$ cat src/hw/lies_cfg.svh
// Purpose: Offsets, bit positions and reset values of the line unit event block
// Assumes: 16-bit byte address, 8-bit registers
// Notes:   Included by every design file of the block
`ifndef LIES_CFG_SVH
`define LIES_CFG_SVH

`define LIES_AW             16
`define LIES_DW             8

`define LIES_OFS_ENABLE     16'h0f04
`define LIES_OFS_LIVE       16'h0f05
`define LIES_OFS_CHANGE     16'h0f06
`define LIES_OFS_IRQ_STAT   16'h0f10
`define LIES_OFS_MODE       16'h0f11

`define LIES_BIT_PLOCK      0
`define LIES_BIT_LOSS       1
`define LIES_BIT_LOOP       3
`define LIES_BIT_FIFO       5
`define LIES_BIT_DRIVE      6
`define LIES_BIT_SRAIL      0

`define LIES_EVENT_MASK     8'h6b
`define LIES_RST_BYTE       8'h00
`define LIES_RST_BIT        1'b0
`define LIES_ONE_BIT        1'b1

`endif

$ cat src/hw/lies_pkg.sv
// Purpose: State types of the line unit event block
// Assumes: Constants come from lies_cfg.svh
// Notes:   One packed struct per module holds all of its state
`include "lies_cfg.svh"

package lies_pkg;

    typedef logic [`LIES_AW-1:0] lies_addr_t;
    typedef logic [`LIES_DW-1:0] lies_byte_t;

    typedef struct packed {
        lies_byte_t enable;
        lies_byte_t irq_status;
        logic       single_rail;
        lies_byte_t rd_data;
        logic       irq;
    } lies_top_state_t;

    typedef struct packed {
        logic prev;
        logic flag;
    } lies_flag_state_t;

endpackage : lies_pkg

$ cat src/hw/lies_sync.sv
// Purpose: Two-stage synchroniser for a vector of level inputs
// Assumes: Each bit is an independent slow level
// Notes:   First stage feeds only the second stage
`timescale 1ns/1ns
`default_nettype none
`include "lies_cfg.svh"

module lies_sync #(
    parameter int W = 8
) (
    // Clock and reset
    input  wire logic         clk_sys,
    input  wire logic         rst,
    // Levels
    input  wire logic [W-1:0] async_in,
    output logic      [W-1:0] sync_out
);
    typedef struct packed {
        logic [W-1:0] meta;
        logic [W-1:0] stable;
    } lies_sync_state_t;

    lies_sync_state_t state;
    lies_sync_state_t next_state;

    always_comb
    begin
        next_state.meta   = async_in;
        next_state.stable = state.meta;
    end

    always_ff @(posedge clk_sys or posedge rst)
    begin
        if (rst)
        begin
            state <= '0;
        end
        else
        begin
            state <= next_state;
        end
    end

    assign sync_out = state.stable;

endmodule : lies_sync
`default_nettype wire

$ cat src/hw/lies_change_bit.sv
// Purpose: One change flag that latches any transition of a live status bit
// Assumes: sample is already synchronised to clk_sys
// Notes:   A transition in the clearing cycle keeps the flag set
`timescale 1ns/1ns
`default_nettype none
`include "lies_cfg.svh"

module lies_change_bit
    import lies_pkg::*;
(
    // Clock and reset
    input  wire logic clk_sys,
    input  wire logic rst,
    // Control
    input  wire logic sample,
    input  wire logic active,
    input  wire logic clear,
    // Results
    output logic      changed,
    output logic      flag
);
    lies_flag_state_t state;
    lies_flag_state_t next_state;

    always_comb
    begin
        // Tracking runs even when inactive, so enabling raises no false edge
        next_state.prev = sample;
        changed         = active && (sample != state.prev);
        if (changed)
        begin
            next_state.flag = `LIES_ONE_BIT;
        end
        else if (clear)
        begin
            next_state.flag = `LIES_RST_BIT;
        end
        else
        begin
            next_state.flag = state.flag;
        end
    end

    always_ff @(posedge clk_sys or posedge rst)
    begin
        if (rst)
        begin
            state <= '0;
        end
        else
        begin
            state <= next_state;
        end
    end

    assign flag = state.flag;

endmodule : lies_change_bit
`default_nettype wire

$ cat src/hw/lies_top.sv
// Purpose: Live status and change-flag registers of the line interface unit
// Assumes: Host register port on clk_sys; status levels from line-side detectors
// Notes:   Status inputs are synchronised; all outputs are registered
//
// Operation
// - Live bit 0 shows pattern lock
// - Pattern lock transitions interrupt when enabled
// - Live and change registers work only in single-rail mode
// - Flag bit 6 on drive-monitor change
// - Flag bit 5 on FIFO-limit change
// - Flag bit 3 on loop-code change
// - Flag bit 1 on signal-loss change
// - Flag bit 0 on pattern-lock change
// - Reading change register clears flags; reset zero
// - Change bits 7, 4, 2 read zero
// - Flag sits at its live bit position
// - Live bit 1 shows loss of signal
`timescale 1ns/1ns
`default_nettype none
`include "lies_cfg.svh"

module lies_top (
    // Clock and reset
    input  wire logic            clk_sys,
    input  wire logic            rst,
    // Register port
    input  wire lies_pkg::lies_addr_t addr,
    input  wire lies_pkg::lies_byte_t wr_data,
    input  wire logic            wr_en,
    input  wire logic            rd_en,
    output lies_pkg::lies_byte_t rd_data,
    // Live status from line detectors
    input  wire logic            drive_monitor_status,
    input  wire logic            fifo_limit_status,
    input  wire logic            loop_code_status,
    input  wire logic            signal_loss_status,
    input  wire logic            pattern_lock_status,
    // Interrupt
    output logic                 irq
);
    import lies_pkg::*;

    localparam lies_byte_t EVT_MASK = `LIES_EVENT_MASK;

    lies_top_state_t state;
    lies_top_state_t next_state;

    lies_byte_t raw_live;
    lies_byte_t live;
    lies_byte_t changed;
    lies_byte_t flags;

    logic       sel_enable;
    logic       sel_live;
    logic       sel_change;
    logic       sel_irq_stat;
    logic       sel_mode;

    logic       wr_enable;
    logic       wr_irq_stat;
    logic       wr_mode;
    logic       rd_change;

    lies_byte_t irq_clear;
    lies_byte_t next_rd;

    // Live vector in register layout; unused positions stay low
    always_comb
    begin
        raw_live = `LIES_RST_BYTE;
        raw_live[`LIES_BIT_PLOCK] = pattern_lock_status;
        raw_live[`LIES_BIT_LOSS]  = signal_loss_status;
        raw_live[`LIES_BIT_LOOP]  = loop_code_status;
        raw_live[`LIES_BIT_FIFO]  = fifo_limit_status;
        raw_live[`LIES_BIT_DRIVE] = drive_monitor_status;
    end

    // Detectors run from the recovered line timing, so resample here
    lies_sync #(
        .W (`LIES_DW)
    ) u_sync (
        .clk_sys  (clk_sys),
        .rst      (rst),
        .async_in (raw_live),
        .sync_out (live)
    );

    // Address decode
    assign sel_enable   = (addr == `LIES_OFS_ENABLE);
    assign sel_live     = (addr == `LIES_OFS_LIVE);
    assign sel_change   = (addr == `LIES_OFS_CHANGE);
    assign sel_irq_stat = (addr == `LIES_OFS_IRQ_STAT);
    assign sel_mode     = (addr == `LIES_OFS_MODE);

    assign wr_enable    = wr_en && sel_enable;
    assign wr_irq_stat  = wr_en && sel_irq_stat;
    assign wr_mode      = wr_en && sel_mode;

    assign rd_change    = rd_en && sel_change && state.single_rail;

    // One change latch per monitored bit
    genvar gi;
    generate
        for (gi = 0; gi < `LIES_DW; gi++)
        begin : g_bit
            if (EVT_MASK[gi])
            begin : g_used
                lies_change_bit u_flag (
                    .clk_sys (clk_sys),
                    .rst     (rst),
                    .sample  (live[gi]),
                    .active  (state.single_rail),
                    .clear   (rd_change),
                    .changed (changed[gi]),
                    .flag    (flags[gi])
                );
            end
            else
            begin : g_unused
                assign changed[gi] = `LIES_RST_BIT;
                assign flags[gi]   = `LIES_RST_BIT;
            end
        end
    endgenerate

    // Write-one-to-clear mask for the interrupt status
    assign irq_clear = wr_irq_stat ? wr_data : `LIES_RST_BYTE;

    // Read multiplexer; unmapped addresses return zero
    always_comb
    begin
        next_rd = `LIES_RST_BYTE;
        if (rd_en)
        begin
            if (sel_enable)
            begin
                next_rd = state.enable;
            end
            else if (sel_live)
            begin
                next_rd = state.single_rail ? (live & EVT_MASK) : `LIES_RST_BYTE;
            end
            else if (sel_change)
            begin
                next_rd = state.single_rail ? flags : `LIES_RST_BYTE;
            end
            else if (sel_irq_stat)
            begin
                next_rd = state.irq_status;
            end
            else if (sel_mode)
            begin
                next_rd                 = `LIES_RST_BYTE;
                next_rd[`LIES_BIT_SRAIL] = state.single_rail;
            end
            else
            begin
                next_rd = `LIES_RST_BYTE;
            end
        end
    end

    // Next-state logic
    always_comb
    begin
        next_state = state;

        // Only monitored positions can be enabled
        if (wr_enable)
        begin
            next_state.enable = wr_data & EVT_MASK;
        end

        if (wr_mode)
        begin
            next_state.single_rail = wr_data[`LIES_BIT_SRAIL];
        end

        next_state.irq_status = (state.irq_status & ~irq_clear) | changed;

        next_state.irq = |(next_state.irq_status & next_state.enable)
                         && next_state.single_rail;

        next_state.rd_data = next_rd;
    end

    always_ff @(posedge clk_sys or posedge rst)
    begin
        if (rst)
        begin
            state <= '0;
        end
        else
        begin
            state <= next_state;
        end
    end

    assign rd_data = state.rd_data;
    assign irq     = state.irq;

endmodule : lies_top
`default_nettype wire

$ cat config.mk
export PLATFORM = sky130hd
export DESIGN_NAME = lies_top
export DESIGN_NICKNAME = d
export VERILOG_FILES = /design/src/hw/lies_pkg.sv /design/src/hw/lies_sync.sv /design/src/hw/lies_change_bit.sv /design/src/hw/lies_top.sv
export VERILOG_INCLUDE_DIRS = /design/src /design/src/hw
export SDC_FILE = /design/constraint.sdc
export NUM_CORES = 1
export LEC_CHECK = 0
export CORE_ASPECT_RATIO = 0.5
export CORE_UTILIZATION = 52
export DETAILED_ROUTE_END_ITERATION = 8
export DONT_BUFFER_PORTS = 1
export PLACE_DENSITY = 0.65
export SETUP_SLACK_MARGIN = 0.15
export SLEW_MARGIN = 0
export SYNTH_ARGS = -nofsm -noshare
export SYNTH_HDL_FRONTEND = slang
export SYNTH_SLANG_ARGS = --single-unit
$ cat constraint.sdc
create_clock -name clk_sys -period 1.9 [get_ports clk_sys]
set_clock_uncertainty 0.15 [all_clocks]
set_input_delay 0.285 -clock clk_sys [delete_from_list [all_inputs] [get_ports clk_sys]]
set_output_delay 0.285 -clock clk_sys [all_outputs]
set_load 0.1 [all_outputs]
==> out/metrics.yaml <==
global_routing:
  grt_pass1_wl_um: 7300
  grt_max_degree: 27
  grt_usage_pct: 26.0
  grt_pass1_vias: 1465
  grt_overflow: 0
  antenna_found_initial: 0
timing:
  setup_ws_ns: -0.170
  relSlewSlack_pct: 64.4
  period_needed_ns: 2.07
  rsz0062_at_grt: "yes"
  setup-violations-final: 14
  fin_crit_sh_pct: 109
  max_slew.worst_pin.slew_ns: 0.532
  max_freq_mhz: 483
  fin_tns_setup_ns: -1.03
  drv_slew: 0
  hold_viol_final: 0
yosys:
  synthCells: 172
  ys_ff_latch: 46
  ys_top_cells_by_area: "dfrtp_1 (59%), a22oi_1 (4.2%), nand2_1 (4.2%)"
  ys_warn_count: 0
  ys_types: 38
  synth_most_common_cell: "dfrtp_1"
  synth_top_area_share_pct: 58.9
  synth.yosys.seq_area_share_pct: 58.9
  async_flop_share_pct: 100
  synthFlopType: "dfrtp_1"
  netlist.top_cell.by_area: "dfrtp_1"
  syn_nets: 205
  netlist_top_cells_count: "dfrtp_1 (46), nand2_1 (22), a22oi_1 (11)"
  syn_area_sq_um: 1950
  synth_enable_flop_cells: 0
  syn_area_per_cell_sq_um: 11.4
drt:
  post_drt_wl_per_cell_um: 16.8
  ant_nets: 0
  dr.pass1.iters: 4
  vias: 1522
  wirelength_um: 4550
  route.detailed.drc: 0
  via_per_inst: 5.62
  drtIter0Drc: 114
finish:
  fillCellCount: 263
  fin_nets: 252
  fin_cells: 271
  n_antenna_cell: 0
  syn_to_final_growth_pct: 29.3
  layout-drive-gt1-share_pct: 31.4
setup_path:
  critPathArrivalTime_ns: 2.09
  worstSetupPathType: "in2reg"
  critical_path.max_stage_delay_ns: 0.56
  path_delay_family: "simple AND/OR/NAND/NOR gates"
  endpoint_kind: "flip-flop"
  r2r_end: "irq"
  critPathLaunchType: "input pin"
  crit_required_ns: 1.92
  r2r_setup_slack_ns: 0.15
  worstPathMaxFanout: 4
  crit_path_cell_trace: "or4_4 > or4_4 > o21ai_2 > a21boi_1 > nor4_2 > a31oi_1"
  slowest_stage: "or4_4"
  critPathBufInv: 0
  r2r-start: "u_sync.sync_out[0]"
  crit_path_frequent_cell: "or4_4"
  worst_r2r_path_depth: 6
die:
  die_area_sq_um: 4020
  fp-row-count: 15
  core_sq_um: 3510
  ios: 42
  die_w_um: 88.7
  die_height_um: 45.4
  start_util_pct: 55.7
min_path:
  min_to: "state[12]"
  min_from: "wr_data[2]"
  hp-class: "in2reg"
  whs_path_depth: 2
power:
  power_density_nw_per_um2: 722
  ir_drop_mv: 0.541
  leakagePower_nw: 1.16
  finalPower_mw: 1.83
placed_design:
  io_buffers: 0
  place_hpwl_um: 3370
  place_inst: 248
  gp_congestion: 0.890
clock_network:
  worstSkewPairLatency_ns: 0.30
  clock_sinks: 46
  cts_tree: "done"
  ctsLongestPathBuffers: 2
  cts_inserted_buffers: 5
  cts.clk_slew.worst_paths_ns: 0.08
  root_buffer: "clkbuf_8"
  htreeDepth: 2
flow_run:
  drv_cap: 0
run_status:
  status: "finished, violations left"
  violations: "negative setup slack"
-- metal layers --
| metal | up-vias | part of all wire [%] | track usage (%) |
|---|---|---|---|
| li1 | 710 | - | - |
| met1 | 737 | 49 | 38.1 |
| met2 | 66 | 42 | 37.2 |
| met3 | 9 | 8.1 | 7.68 |
| met4 | 0 | 1.2 | 8.39 |
| met5 | - | 0 | 0 |
-- cells in the final DEF (no fill, tap or decap), types with 2 or more instances in the layout --
cell type / n
o21ai_2: 3
a21boi_1: 2
nand2_2: 2
inv_1: 6
nor4_2: 2
a21boi_0: 2
a22oi_1: 11
inv_2: 2
and2_1: 5
nor2_4: 3
nand2b_1: 2
nand4_1: 3
a21oi_1: 8
xor2_1: 5
nor2_1: 4
nand3_1: 6
dfrtp_1: 46
clkbuf_8: 5
or4_4: 2
nand2_1: 20
a41oi_1: 4
a31oi_1: 3
buf_4: 39
dlygate4sd3_1: 12
-- power breakdown --
group	switching (mW)	total, mW	internal [mW]
Clock	0.341	0.736	0.394
Sequential	0.00941	1.00	0.994
Combinational	0.0473	0.0862	0.0389
Total	0.398	1.83	1.43
-- stage by stage --
stage,util [%],hold WS [ns],area [sq um],setup slack (ns)
5_1_grt,72.0,0.0413,2530,-0.277
6_report,72.0,0.0457,2530,-0.170
2_1_floorplan,-,0.166,1980,-0.330
4_1_cts,71.8,0.0429,2520,-0.147
3_3_place_gp,64.1,0.0856,2250,-0.555
3_5_place_dp,64.1,0.0898,2250,-0.539
-- how the worst max path moves through the flow --
stage | cells past startpoint | endpoint | slack [ns] | from
2_1_floorplan | 6 | irq | -0.33 | addr[14]
3_3_place_gp | 8 | irq | -0.55 | addr[14]
3_5_place_dp | 8 | irq | -0.54 | addr[14]
4_1_cts | 6 | irq | -0.15 | addr[14]
5_1_grt | 6 | irq | -0.28 | addr[14]
6_report | 6 | irq | -0.17 | addr[14]
-- kinds of logic (layout without fill, tap and decap cells) --
| logic type | after synthesis | count (layout) | share of synthesized area, % |
|---|---|---|---|
| simple gates | 60 | 60 | 18.5 |
| buf+inv | 19 | 67 | 5.19 |
| flops | 46 | 46 | 58.9 |
| compound gates | 40 | 40 | 14.1 |
| xor+xnor | 5 | 5 | 2.24 |
| mux | 2 | 2 | 1.02 |
-- worst register-to-register path: stages (launching register included) --
cell	delay [ns]
dfrtp_1	0.43
xor2_1	0.23
nand2_1	0.10
a41oi_1	0.26
a21boi_0	0.27
nor4_2	0.09
a31oi_1	0.15
-- sequential cells by signal, summed over array words and instances, names as in the netlist --
signal and flops:
g_bit.g_used.u_flag.flag 5, g_bit.g_used.u_flag.state 5, irq 1, rd_data 8, state 17, u_sync.next_state 5
u_sync.sync_out 5
-- what timing repair did --
item,CTS,global route
gates resized for setup,4,3
endpoints found under the hold margin,37,0
pin swaps,3,1
hold buffers,12,0
buffers inserted,3,0
endpoints found under the setup margin,19,22
-- area by class of cell --
class | count | area (sq um) | share of cell area, %
Inverter | 8 | 30.0 | 1.19
Multi-Input combinational cell | 107 | 757 | 30.0
Sequential cell | 46 | 1150 | 45.5
Tap cell | 51 | 63.8 | 2.52
Clock buffer | 5 | 68.8 | 2.72
Timing Repair Buffer | 51 | 413 | 16.3
Clock inverter | 3 | 43.8 | 1.73
Note: power is estimated with default switching activity, not from simulation.
